`src/design/epci_pkg.sv`:
```
// Constants and carrier types of the external and pin-change interrupt unit.
// Assumes a single clock; register indices map to byte address index*4.
package epci_pkg;
   //////////////////////////////////////////////////////////////////////////
   // Register indices; the bus byte address is four times the index
   localparam logic [9:0] IDX_EXT_FLAGS = 10'h03C; // Line flags, W1C
   localparam logic [9:0] IDX_EXT_ENABLE = 10'h03D; // Line enables
   localparam logic [9:0] IDX_SENSE_LOW = 10'h069; // Sense of lines 3..0
   localparam logic [9:0] IDX_SENSE_HIGH = 10'h06A; // Sense of lines 7..4
   localparam logic [9:0] IDX_PC_CTRL = 10'h068; // Group enables
   localparam logic [9:0] IDX_PC_FLAGS = 10'h03B; // Group flags, W1C
   localparam logic [9:0] IDX_PC_MASK_LO = 10'h06B; // Mask of lines 7..0
   localparam logic [9:0] IDX_PC_MASK_HI = 10'h06C; // Mask of lines 12..8
   //////////////////////////////////////////////////////////////////////////
   // Widths and reset values
   localparam int NUM_EXT = 8; // Dedicated lines
   localparam int NUM_PC = 13; // Pin-change lines
   localparam int NUM_ASYNC = 4; // Dedicated lines detected without I/O clock
   localparam logic [7:0] RST_BYTE = 8'h00; // Every register resets to zero
   localparam logic [1:0] RST_PAIR = 2'h0; // Group enables and flags
   localparam logic [4:0] RST_MASK_HI = 5'h00; // Upper mask
   localparam logic [31:0] RD_NONE = 32'h0000_0000; // Unmapped read value
   //////////////////////////////////////////////////////////////////////////
   // Sense selection of one dedicated line
   typedef enum logic [1:0] {
      SENSE_LOW = 2'b00, // Low level requests
      SENSE_ANY = 2'b01, // Any edge or change
      SENSE_FALL = 2'b10, // Falling edge
      SENSE_RISE = 2'b11 // Rising edge
   } epci_sense_t;
   // APB request from the master
   typedef struct packed {
      logic psel;
      logic penable;
      logic pwrite;
      logic [11:0] paddr;
      logic [31:0] pwdata;
   } epci_apb_req_t;
   // APB answer to the master
   typedef struct packed {
      logic pready;
      logic pslverr;
      logic [31:0] prdata;
   } epci_apb_rsp_t;
endpackage : epci_pkg

```
`src/design/epci_top.sv`:
```
// External and pin-change interrupt unit with an APB register slave.
// Assumes pins are asynchronous, I_GIE and acks come from this same clock, and
// I_IO_CLK_EN marks cycles in which the gated I/O clock would be running.
//
// Behaviour
// - Pins driven as outputs still raise interrupts.
// - Masked toggle on lines 7..0 raises group lo.
// - Masked toggle on lines 12..8 raises group hi.
// - Pin-change detection needs no I/O clock.
// - Lines 0..3 sense low, any, fall, rise.
// - Lines 4..7 sense low, change, fall, rise.
// - Lines 4..7 edges sampled on I/O clock only.
// - Levels and lines 0..3 edges need no I/O clock.
// - Low level requests while pin stays low.
// - Level wake fires even if level vanishes.
// - Line request needs enable and global enable.
// - Edge sets flag; vector entry clears it.
// - Writing one clears flag; zero keeps it.
// - Flag held clear in low-level mode.
// - Sleep with lines 0..3 disabled forces input low.
// - Group request needs group and global enable.
// - Toggle sets group flag; vector or one clears.
// - Each mask bit includes its own pin.
`timescale 1ns/1ps
`default_nettype none
module epci_top (
   input wire logic I_MCLK,
   input wire logic I_SYS_RST,
   input wire epci_pkg::epci_apb_req_t I_APB_REQ,
   input wire logic I_IO_CLK_EN,
   input wire logic I_SLEEP,
   input wire logic I_GIE,
   input wire logic [7:0] I_EXT_PIN,
   input wire logic [12:0] I_PC_PIN,
   input wire logic [7:0] I_EXT_ACK,
   input wire logic [1:0] I_PC_ACK,
   output epci_pkg::epci_apb_rsp_t O_APB_RSP,
   output logic [7:0] O_EXT_IRQ,
   output logic [1:0] O_PC_IRQ,
   output logic O_WAKE
);
   //////////////////////////////////////////////////////////////////////////
   // Declarations
   logic [20:0] pin_sync; // Synchronised dedicated and pin-change levels
   logic [7:0] ext_lvl; // Line level after the input buffer gate
   logic [7:0] ext_prev_r; // Last level seen by each edge detector
   logic [7:0] ext_upd; // Detector may look at the line this cycle
   logic [7:0] ext_evt; // Edge or change selected by the sense bits
   logic [7:0] lvl_mode; // Line set to low-level sensing
   logic [15:0] sense; // Both sense registers side by side
   logic [12:0] pc_prev_r; // Previous pin-change levels
   logic [12:0] pc_tog; // Masked toggles
   logic [1:0] pc_evt; // Group events
   logic [7:0] flag_r; // ext_irq_flags
   logic [7:0] en_r; // ext_irq_enable
   logic [7:0] sense_lo_r; // ext_sense_ctrl_low
   logic [7:0] sense_hi_r; // ext_sense_ctrl_high
   logic [1:0] pc_en_r; // pin_change_ctrl
   logic [1:0] pc_flag_r; // pin_change_flag_reg
   logic [7:0] pc_mask_lo_r; // pin_change_mask_lo
   logic [4:0] pc_mask_hi_r; // pin_change_mask_hi
   logic [9:0] idx; // Word index of the bus address
   logic acc_done; // Access phase completes on this edge
   logic wr_en; // Write takes effect on this edge
   logic [7:0] wbyte; // Low byte of the write data
   logic [7:0] ext_clr; // Clear requests for line flags
   logic [1:0] pc_clr; // Clear requests for group flags
   logic hit; // Address decodes to a register
   logic [31:0] rd_mux; // Read data before the output flop
   logic [7:0] ext_irq_nxt; // Line requests before the output flop
   logic [1:0] pc_irq_nxt; // Group requests before the output flop
   logic wake_nxt; // Wake before the output flop

   //////////////////////////////////////////////////////////////////////////
   // Pins cross into the clock domain before anything reads them
   epci_sync #(
      .W(21)
   ) u_sync (
      .i_clk(I_MCLK),
      .i_rst(I_SYS_RST),
      .i_async({I_PC_PIN, I_EXT_PIN}),
      .o_sync(pin_sync)
   );

   assign sense = {sense_hi_r, sense_lo_r};

   //////////////////////////////////////////////////////////////////////////
   // Per-line input gate, update enable and sense decode
   for (genvar g = 0; g < epci_pkg::NUM_EXT; g++) begin : g_line
      localparam bit ASYNC = (g < epci_pkg::NUM_ASYNC);
      epci_pkg::epci_sense_t mode; // Sense of this line
      assign mode = epci_pkg::epci_sense_t'(sense[2*g+1:2*g]);
      // Sleeping with the line disabled turns its buffer off, lines 0..3 only
      assign ext_lvl[g] = (ASYNC && I_SLEEP && !en_r[g]) ?
                          1'b0 : pin_sync[g];
      // Low lines see every cycle, high lines only with I/O clock
      assign ext_upd[g] = ASYNC ? 1'b1 : I_IO_CLK_EN;
      assign lvl_mode[g] = (mode == epci_pkg::SENSE_LOW);
      // Edge selection between two successive looks
      always_comb begin
         unique case (mode)
            epci_pkg::SENSE_LOW: ext_evt[g] = 1'b0;
            epci_pkg::SENSE_ANY:
               ext_evt[g] = ext_upd[g] && (ext_lvl[g] != ext_prev_r[g]);
            epci_pkg::SENSE_FALL:
               ext_evt[g] = ext_upd[g] && !ext_lvl[g] && ext_prev_r[g];
            epci_pkg::SENSE_RISE:
               ext_evt[g] = ext_upd[g] && ext_lvl[g] && !ext_prev_r[g];
         endcase
      end
   end : g_line

   //////////////////////////////////////////////////////////////////////////
   // Edge detector history; high lines hold while the I/O clock is off
   always_ff @(posedge I_MCLK or posedge I_SYS_RST) begin
      if (I_SYS_RST) begin
         ext_prev_r <= epci_pkg::RST_BYTE;
      end else begin
         // Pin level counts whatever drives it, output or not
         ext_prev_r <= (ext_lvl & ext_upd) | (ext_prev_r & ~ext_upd);
      end
   end

   //////////////////////////////////////////////////////////////////////////
   // Pin-change history runs every cycle, I/O clock or not
   always_ff @(posedge I_MCLK or posedge I_SYS_RST) begin
      if (I_SYS_RST) begin
         pc_prev_r <= {epci_pkg::RST_MASK_HI, epci_pkg::RST_BYTE};
      end else begin
         pc_prev_r <= pin_sync[20:8];
      end
   end

   // Mask bits pick the lines that count
   assign pc_tog = (pin_sync[20:8] ^ pc_prev_r) &
                   {pc_mask_hi_r, pc_mask_lo_r};
   assign pc_evt[0] = |pc_tog[7:0];
   assign pc_evt[1] = |pc_tog[12:8];

   //////////////////////////////////////////////////////////////////////////
   // Bus decode; one wait state, writes land on the completing edge
   assign idx = I_APB_REQ.paddr[11:2];
   assign acc_done = I_APB_REQ.psel && I_APB_REQ.penable && O_APB_RSP.pready;
   assign wr_en = acc_done && I_APB_REQ.pwrite;
   assign wbyte = I_APB_REQ.pwdata[7:0];
   assign hit = (idx == epci_pkg::IDX_EXT_FLAGS) ||
                (idx == epci_pkg::IDX_EXT_ENABLE) ||
                (idx == epci_pkg::IDX_SENSE_LOW) ||
                (idx == epci_pkg::IDX_SENSE_HIGH) ||
                (idx == epci_pkg::IDX_PC_CTRL) ||
                (idx == epci_pkg::IDX_PC_FLAGS) ||
                (idx == epci_pkg::IDX_PC_MASK_LO) ||
                (idx == epci_pkg::IDX_PC_MASK_HI);

   //////////////////////////////////////////////////////////////////////////
   // Read mux; unused bits read as zero
   always_comb begin
      rd_mux = epci_pkg::RD_NONE;
      if (idx == epci_pkg::IDX_EXT_FLAGS) begin
         rd_mux[7:0] = flag_r;
      end else if (idx == epci_pkg::IDX_EXT_ENABLE) begin
         rd_mux[7:0] = en_r;
      end else if (idx == epci_pkg::IDX_SENSE_LOW) begin
         rd_mux[7:0] = sense_lo_r;
      end else if (idx == epci_pkg::IDX_SENSE_HIGH) begin
         rd_mux[7:0] = sense_hi_r;
      end else if (idx == epci_pkg::IDX_PC_CTRL) begin
         rd_mux[1:0] = pc_en_r;
      end else if (idx == epci_pkg::IDX_PC_FLAGS) begin
         rd_mux[1:0] = pc_flag_r;
      end else if (idx == epci_pkg::IDX_PC_MASK_LO) begin
         rd_mux[7:0] = pc_mask_lo_r;
      end else if (idx == epci_pkg::IDX_PC_MASK_HI) begin
         rd_mux[4:0] = pc_mask_hi_r;
      end
   end

   //////////////////////////////////////////////////////////////////////////
   // Bus answer: ready one cycle into access, error on unmapped words
   always_ff @(posedge I_MCLK or posedge I_SYS_RST) begin
      if (I_SYS_RST) begin
         O_APB_RSP <= '0;
      end else if (I_APB_REQ.psel && I_APB_REQ.penable &&
                   !O_APB_RSP.pready) begin
         O_APB_RSP.pready <= 1'b1;
         O_APB_RSP.pslverr <= !hit;
         O_APB_RSP.prdata <= rd_mux;
      end else begin
         O_APB_RSP <= '0;
      end
   end

   //////////////////////////////////////////////////////////////////////////
   // Plain control registers; sense changes take effect at once, so
   // software should disable the line first
   always_ff @(posedge I_MCLK or posedge I_SYS_RST) begin
      if (I_SYS_RST) begin
         en_r <= epci_pkg::RST_BYTE;
         sense_lo_r <= epci_pkg::RST_BYTE;
         sense_hi_r <= epci_pkg::RST_BYTE;
         pc_en_r <= epci_pkg::RST_PAIR;
         pc_mask_lo_r <= epci_pkg::RST_BYTE;
         pc_mask_hi_r <= epci_pkg::RST_MASK_HI;
      end else if (wr_en) begin
         if (idx == epci_pkg::IDX_EXT_ENABLE) begin
            en_r <= wbyte;
         end
         if (idx == epci_pkg::IDX_SENSE_LOW) begin
            sense_lo_r <= wbyte;
         end
         if (idx == epci_pkg::IDX_SENSE_HIGH) begin
            sense_hi_r <= wbyte;
         end
         if (idx == epci_pkg::IDX_PC_CTRL) begin
            pc_en_r <= wbyte[1:0];
         end
         if (idx == epci_pkg::IDX_PC_MASK_LO) begin
            pc_mask_lo_r <= wbyte;
         end
         if (idx == epci_pkg::IDX_PC_MASK_HI) begin
            pc_mask_hi_r <= wbyte[4:0];
         end
      end
   end

   // Write-one-clear and vector acknowledge share one clear path
   assign ext_clr = I_EXT_ACK |
      ((wr_en && idx == epci_pkg::IDX_EXT_FLAGS) ? wbyte : 8'h00);
   assign pc_clr = I_PC_ACK |
      ((wr_en && idx == epci_pkg::IDX_PC_FLAGS) ? wbyte[1:0] : 2'h0);

   //////////////////////////////////////////////////////////////////////////
   // Line flags: level mode holds clear, then event beats clear
   always_ff @(posedge I_MCLK or posedge I_SYS_RST) begin
      if (I_SYS_RST) begin
         flag_r <= epci_pkg::RST_BYTE;
      end else begin
         flag_r <= ~lvl_mode & (ext_evt | (flag_r & ~ext_clr));
      end
   end

   //////////////////////////////////////////////////////////////////////////
   // Group flags: a toggle in the clear cycle is kept
   always_ff @(posedge I_MCLK or posedge I_SYS_RST) begin
      if (I_SYS_RST) begin
         pc_flag_r <= epci_pkg::RST_PAIR;
      end else begin
         pc_flag_r <= pc_evt | (pc_flag_r & ~pc_clr);
      end
   end

   //////////////////////////////////////////////////////////////////////////
   // Requests and wake, registered so outputs come from flops
   always_comb begin
      // Level lines request straight from the pin while it is low
      ext_irq_nxt = {8{I_GIE}} & en_r &
                    ((lvl_mode & ~ext_lvl) | flag_r);
      pc_irq_nxt = {2{I_GIE}} & pc_en_r & pc_flag_r;
      // Wake ignores the global enable; a level gone before start-up
      // ends still wakes but leaves no request behind
      wake_nxt = |(en_r & lvl_mode & ~ext_lvl) | |(en_r & flag_r) |
                 |(pc_en_r & pc_flag_r);
   end

   always_ff @(posedge I_MCLK or posedge I_SYS_RST) begin
      if (I_SYS_RST) begin
         O_EXT_IRQ <= epci_pkg::RST_BYTE;
         O_PC_IRQ <= epci_pkg::RST_PAIR;
         O_WAKE <= 1'b0;
      end else begin
         O_EXT_IRQ <= ext_irq_nxt;
         O_PC_IRQ <= pc_irq_nxt;
         O_WAKE <= wake_nxt;
      end
   end
endmodule : epci_top
`default_nettype wire

```
`src/design/epci_sync.sv`:
```
// Two-flop synchroniser for a bundle of pin levels.
// Assumes the inputs are asynchronous to the clock; no logic reads stage one.
`timescale 1ns/1ps
`default_nettype none
module epci_sync #(
   parameter int W = 8 // Bundle width
) (
   input wire logic i_clk,
   input wire logic i_rst,
   input wire logic [W-1:0] i_async,
   output logic [W-1:0] o_sync
);
   logic [W-1:0] meta_r; // Stage one, read by stage two only
   //////////////////////////////////////////////////////////////////////////
   // Both stages reset low, so a pin held high shows one rising transition after reset
   always_ff @(posedge i_clk or posedge i_rst) begin
      if (i_rst) begin
         meta_r <= '0;
         o_sync <= '0;
      end else begin
         meta_r <= i_async;
         o_sync <= meta_r;
      end
   end
endmodule : epci_sync
`default_nettype wire

```
`config.mk`:
```
export PLATFORM = sky130hd
export DESIGN_NAME = epci_top
export DESIGN_NICKNAME = d
export VERILOG_FILES = /design/src/design/epci_pkg.sv /design/src/design/epci_top.sv /design/src/design/epci_sync.sv
export SDC_FILE = /design/constraint.sdc
export NUM_CORES = 1
export LEC_CHECK = 0
export ABC_CLOCK_PERIOD_IN_PS = 14230
export CELL_PAD_IN_SITES_DETAIL_PLACEMENT = 0
export CELL_PAD_IN_SITES_GLOBAL_PLACEMENT = 1
export CORE_MARGIN = 2
export CORE_UTILIZATION = 45
export CTS_CLUSTER_SIZE = 12
export DETAILED_ROUTE_END_ITERATION = 10
export DONT_BUFFER_PORTS = 1
export PLACE_DENSITY = 0.81
export SKIP_LAST_GASP = 1
export SLEW_MARGIN = 20
export SYNTH_ARGS = -nofsm -noshare
export SYNTH_HDL_FRONTEND = slang
export SYNTH_SLANG_ARGS = --single-unit
```
`constraint.sdc`:
```
create_clock -name I_MCLK -period 14.23 [get_ports I_MCLK]
set_input_delay 3.5575 -clock I_MCLK [delete_from_list [all_inputs] [get_ports I_MCLK]]
set_output_delay 3.5575 -clock I_MCLK [all_outputs]
set_load 0.02 [all_outputs]
```
==> results of run 1 <==
## worst paths after layout
path / startpoint / end / slack, ps / cells after the start
setup / recovery: I_APB_REQ[38] / en_r[0] / 9260 / 4
hold / removal: u_sync.meta_r[17] / u_sync.o_sync[17] / 350 / 0
setup reg to reg: O_APB_RSP[33] / flag_r[5] / 12070 / 5
hold reg to reg: u_sync.meta_r[17] / u_sync.o_sync[17] / 350 / 0
max in group asynchronous: I_SYS_RST / O_EXT_IRQ[5] / 10130 / 2
min in group asynchronous: I_SYS_RST / u_sync.meta_r[18] / 3000 / 1
## layer usage
metal  wire length (um)  vias up  GRT usage, %
met2               6672      122         32.86
met1               5265     1868         23.97
met5                  7        -             0
li1                   -     1666             -
met3                765       18         6.907
met4                184        2         6.852
## flip-flops by register name (all words and copies together), names as in the netlist, 4 cells and up, named ones only
| signal | cells |
|---|---|
| pc_mask_lo_r | 8 |
| en_r | 8 |
| flag_r | 8 |
| ext_prev_r | 4 |
| O_EXT_IRQ | 8 |
| u_sync.meta_r | 21 |
| O_APB_RSP | 10 |
| pc_mask_hi_r | 5 |
| sense_hi_r | 8 |
| u_sync.o_sync | 21 |
| pc_prev_r | 13 |
| sense_lo_r | 8 |
## layout make-up
cell class                      instances  area, sq um  area share, %
Multi-Input combinational cell        313         2237          34.79
Clock buffer                           20        466.7          7.257
Sequential cell                       133         3328          51.75
Inverter                               19        76.32          1.187
Clock inverter                         12        96.34          1.498
Timing Repair Buffer                    1        11.26         0.1751
Tap cell                              172        215.2          3.346
## critical path, stage by stage
cell and delay (ps):
nor2b_1 420, nand4_1 250, nor3_2 620, mux2_2 410
## stage by stage
step	instances	setup WS (ps)	hold WS [ps]
2_1_floorplan	501	7118	331.2
3_3_place_gp	638	8862	331.3
3_5_place_dp	638	8866	334.7
4_1_cts	670	9311	348.3
5_1_grt	670	9172	348.9
6_report	670	9264	345.2
## cell families (layout without fill, tap and decap cells)
kind of cell    after synthesis  in the layout
buf+inv                      55             52
simple gates                123            123
fa+ha+maj                     8              8
mux                          51             51
flops                       133            133
other cells                   1             24
compound gates               94             94
xor+xnor                     13             13
## cell usage in the layout, fill, tap and decap left out, drive strengths merged, types with 2 or more instances in the layout
cell type  count
dfrtp        133
mux2          49
o21ai         31
a21oi         24
conb          24
nand2         22
inv           21
nor2          20
clkbuf        20
nor3          16
nand2b        15
nand3         14
xor2          13
a22oi         11
ha             8
nand3b         7
nor2b          6
nand4          6
clkinv         6
a22o           4
a2bb2oi        4
clkinvlp       4
and3           3
a31oi          3
and4           2
and3b          2
and2b          2
o211ai         2
a222oi         2
a211oi         2
mux2i          2
nor3b          2
and2           2
## report_power, final
part	switching [uW]	internal, uW	total (uW)
logic	23.7	10.7	34.4
clock network	168	238	406
registers	6.21	389	395
==> summary.txt, run 1 <==
GRT
  • Grt ovf: 0
  • First-pass GRT wire length: ~21,000 um
  • Vias in the first global route: between 3,000 and 4,000
  • Tot GR Track Use: between 10% and 20%
  • Largest net degree at the start of global routing: 88
  • Initial antenna violation count: 1

Placement
  • PortBufs: 0
  • Gp weighted congestion: 0.8419
  • Hpwl dp: 9108 um
  • Dpl cell area: 5864 sq um

Timing
  • Unrepaired setup endpoints after global routing: false
  • Final Slew Violations: 0
  • Endpoints failing setup: 0
  • Total Neg Setup Slack: 0 ps
  • Final period utilization: roughly a third
  • Tmin final: a little under 5000 ps
  • Slew headroom: about 48%
  • Hold Vio Cnt, Final: 0
  • Slew @ Worst Pin: 773.5 ps
  • FMAX: 0.2014 GHz
  • Worst Clk Skew: about 7.0 ps

Yosys
  • Sequential cell area fraction in the yosys report: a little under three fifths
  • Ys Warns: 0
  • Cell type with the largest total area after synthesis: dfrtp_1
  • Cells after Synth: ~480
  • Ys flop type: dfrtp_1
  • Post-Synth Adder-Cell Area: 1.731%
  • Top cells by area, synth: dfrtp_1 58%, mux2_2 9.5%, buf_4 3.1%
  • FFs w/ async S/R, synth: 100.0%
  • Mux contribution to synthesized area: about a tenth
  • EDFF count, synth: 0
  • Synth cell types: 57
  • Synth Area in Simple Gates: 13.22%
  • Share of the synthesized area in the top cell type: 57.55%
  • Synth cell count leaders: 133 x dfrtp_1, 49 x mux2_2, 31 x o21ai_0
  • Post-Synth XOR/XNOR Area: just under 2%
  • Most frequent cell after synthesis: dfrtp_1
  • Mapped Area: around 5800 sq um
  • Synth Area per Inst: between 10 and 15 sq um
  • Combinational family with the most area after synthesis: simple AND/OR/NAND/NOR gates
  • Yosys reg bits: 133
  • Compound-Gate Fraction of Synth Area: 10.32%

Min path
  • Hold Path Class: reg2reg

Outcome
  • Status: complete, no violations

Setup path
  • Worst path arrival time: 5270 ps
  • WP data required: about 15,000 ps
  • Kind of critical path: in2reg
  • Crit-path max FO: 8
  • CP Capture Type: flip-flop
  • Worst setup SP type: primary input

Route
  • TritonRoute pass-1 iters: 4
  • Starting DRT DRC Count: between 200 and 250
  • DRC violations left: 0
  • Antenna viol nets, final: 0
  • Via-to-Cell Ratio: roughly 5.5
  • Vias: 3,676
  • Drt total wl: 12,900 um
  • DR WL/cell: about 19 um

Finish
  • Design area: around 6400 sq um
  • Core occupancy in the finished layout: about half
  • # fillers: 1,116
  • Layout cells sized above 1: around 19%
  • Syn-to-layout area delta: 11.21%
  • Diode count: 0
  • Final #Nets: between 500 and 600

Die
  • Die Width: around 120 um
  • Die area: around 14,000 sq um
  • Initial Util: between 40% and 50%
  • Die Y-Extent: 117.4 um
  • IO Count: 128
  • Core area: ~13,000 sq um
  • Site row count: 41

Pwr
  • Power per cell area: between 100 and 150 nW/um^2
  • Total power: between 800 and 900 uW
  • VDD IR max: ~0.1 mV
  • Lkg Pwr: just under 0.003 uW

Clocking
  • CTS Sinks: 133
  • H-Tree Depth: 4
  • Worst-Skew Late Latency: between 400 and 500 ps
  • Total setup buffers inserted after CTS: 0
  • CTS resizes: 0
  • Clock buffer depth: 2
  • CTS root buf: clkbuf_16
  • Reg clk slew, reported paths: roughly 60 ps
  • TritonCTS buffer count: 17
  • CTS tree: yes
  • Hold_buf cts: 0

Job
  • Max_cap viols: 0
Power figures use the tool's default switching activity.
==> run 2: changes to the inputs <==
ABC_CLOCK_PERIOD_IN_PS = 4600   (was 14230)
clock period = 4.6 ns   (was 14.23 ns; I/O delays follow)
==> run 2 against run 1 <==
Net effect: routed wire length decreased by 2.7%; utilization increased by 0.11 points; sequential power increased to 3.1 times the previous value; die area unchanged; worst hold slack got worse by 7.7 ps; largest power group unchanged.
==> summary.txt, run 2 (synthesis gave the netlist of run 1 again) <==
Setup path
  • CP Capture Type: flip-flop
  • Worst path arrival time: 2940 ps (-2330 ps)
  • Kind of critical path: in2reg
  • Worst setup SP type: primary input
  • Reg-to-Reg Start: O_APB_RSP[33]
  • Setup crit start: I_APB_REQ[38]
  • WP data required: 4910 ps (-9620 ps)
  • Crit-path max FO: 8 (unchanged)

Route
  • DR WL/cell: 18.73 um (-2.7%)
  • Vias: 3,682 (+0.16%)
  • TritonRoute pass-1 iters: 5 (+1)
  • Antenna viol nets, final: 0 (unchanged)
  • DRC violations left: 0 (unchanged)
  • Starting DRT DRC Count: 333 (+37%)
  • Drt total wl: 12,550 um (-2.7%)
  • Via-to-Cell Ratio: 5.496 (+0.16%)

Placement
  • Gp weighted congestion: 0.8456 (+0.44%)
  • Hpwl dp: 8937 um (-1.9%)
  • Dpl cell area: 5876 sq um (+0.19%)
  • PortBufs: 0 (unchanged)

Finish
  • Syn-to-layout area delta: 11.45%
  • Most common cell after layout, fill and taps aside: dfrtp_1
  • Commonest non-fill, non-tap cells in the layout: 133 x dfrtp_1, 49 x mux2_2, 31 x o21ai_0, 24 x a21oi_1, 24 x conb_1
  • Final #Nets: 576 (unchanged)
  • Multi-input logic area: 2237 sq um (unchanged)
  • Design area: 6445 sq um (+0.21%)
  • Reg area: 3328 sq um (unchanged)
  • Diode count: 0 (unchanged)
  • # fillers: 1,108 (-0.72%)
  • Core occupancy in the finished layout: 51.28% (+0.11 points)
  • Layout cells sized above 1: 19.28% (-0.20 points)
  • Largest regs: u_sync.meta_r: 21 flops, u_sync.o_sync: 21 flops, pc_prev_r: 13 flops

Timing
  • Slew @ Worst Pin: 882.4 ps (+108.9 ps)
  • Final period utilization: 57.17%
  • Worst Clk Skew: 7.030 ps (+0.04177 ps)
  • Total Neg Setup Slack: 0 ps (unchanged)
  • FMAX: 0.3802 GHz
  • Final Slew Violations: 0 (unchanged)
  • Endpoints failing setup: 0 (unchanged)
  • Slew headroom: 41.05% (-7.4 points)
  • Tmin final: 2630 ps
  • Hold Vio Cnt, Final: 0 (unchanged)
  • Unrepaired setup endpoints after global routing: false

GRT
  • Tot GR Track Use: 19.18% (-0.58 points)
  • First-pass GRT wire length: 20,190 um (-2.3%)
  • Grt ovf: 0 (unchanged)
  • Initial antenna violation count: 1 (unchanged)
  • Vias in the first global route: 3,687 (-2.5%)
  • Largest net degree at the start of global routing: 92 (+4.5%)

Clocking
  • CTS root buf: clkbuf_16
  • Reg clk slew, reported paths: 60 ps (about the same)
  • Hold_buf cts: 0 (unchanged)
  • CTS tree: yes
  • Clock buffer depth: 2 (unchanged)
  • TritonCTS buffer count: 17 (unchanged)
  • Worst-Skew Late Latency: 430 ps (about the same)
  • Total setup buffers inserted after CTS: 0 (unchanged)
  • H-Tree Depth: 4 (unchanged)
  • CTS Sinks: 133 (unchanged)
  • CTS resizes: 0 (unchanged)

Die
  • Die Width: 117.4 um (unchanged)
  • Initial Util: 46.01% (unchanged)
  • Die Y-Extent: 117.4 um (unchanged)
  • Site row count: 41 (unchanged)
  • Die area: 13,770 sq um (unchanged)
  • IO Count: 128 (unchanged)
  • Core area: 12,570 sq um (unchanged)

Pwr
  • Total power: 2622 uW (+210%)
  • Clock Power Share: 49.4% (+0.8 points)
  • VDD IR max: 0.3294 mV (+220%)
  • Internal: 1992 uW (+210%)
  • Switch Pwr: 629.6 uW (+220%)
  • Seq pwr share: 46.5% (-0.8 points)
  • Combinational Power Share: 4.1% (about the same)
  • Switching share of power: 24.01% (+0.32 points)
  • Power per cell area: 406.8 nW/um^2 (+210%)
  • Lkg Pwr: 0.002959 uW (+0.28%)

Outcome
  • Status: complete, no violations

Min path
  • Hold Path Class: reg2reg
  • Worst hold start: u_sync.meta_r[6]

Job
  • Max_cap viols: 0 (unchanged)
==> run 2: per-stage QoR <==
stage	setup WS (ps)	hold WS (ps)	instances
CTS	2029	342.7	670
floorplan	1799	331.2	501
finish	1970	337.5	670
global route	1880	341.0	670
global placement	1638	331.3	638
detailed placement	1607	334.7	638
==> run 2: worst paths after layout <==
check	end	slack, ps	cells after the start
worst max-delay path	en_r[2]	1970	4
worst min-delay path	u_sync.o_sync[6]	340	0
worst max register to register	en_r[2]	2420	3
worst min register to register	u_sync.o_sync[6]	340	0
max in group asynchronous	pc_en_r[0]	2920	2
min in group asynchronous	u_sync.meta_r[5]	770	1
==> run 2: metal layers <==
layer | part of all wire, % | global-route usage (%) | vias to the layer above
met1 | 40 | 23.17 | 1836
met2 | 50 | 31.54 | 146
met4 | 2.4 | 8.133 | 2
met3 | 7.0 | 6.372 | 28
li1 | - | - | 1670
met5 | 0.10 | 0 | -
==> run 2: area by class of cell <==
cell class	count	share of cell area, %
flip-flops and latches	133	51.64
well taps	172	3.339
clock buffers	18	6.659
repair buffers	1	0.3106
clock inverters	14	2.174
multi-input cells	313	34.71
inverters	19	1.165
==> run 2: power by group through the flow <==
stage | clock network, uW | registers (uW) | logic [uW]
6_report | 1290 | 1220 | 107
3_3_place_gp | 0 | 1240 | 104
4_1_cts | 1320 | 1220 | 109
3_5_place_dp | 0 | 1240 | 109
5_1_grt | 1370 | 1220 | 120
2_1_floorplan | 0 | 1240 | 111
==> run 2: worst max-delay path: stages <==
cell	delay, ps
nor2b_1	450
nand4_1	260
nor3_2	650
mux2_2	420
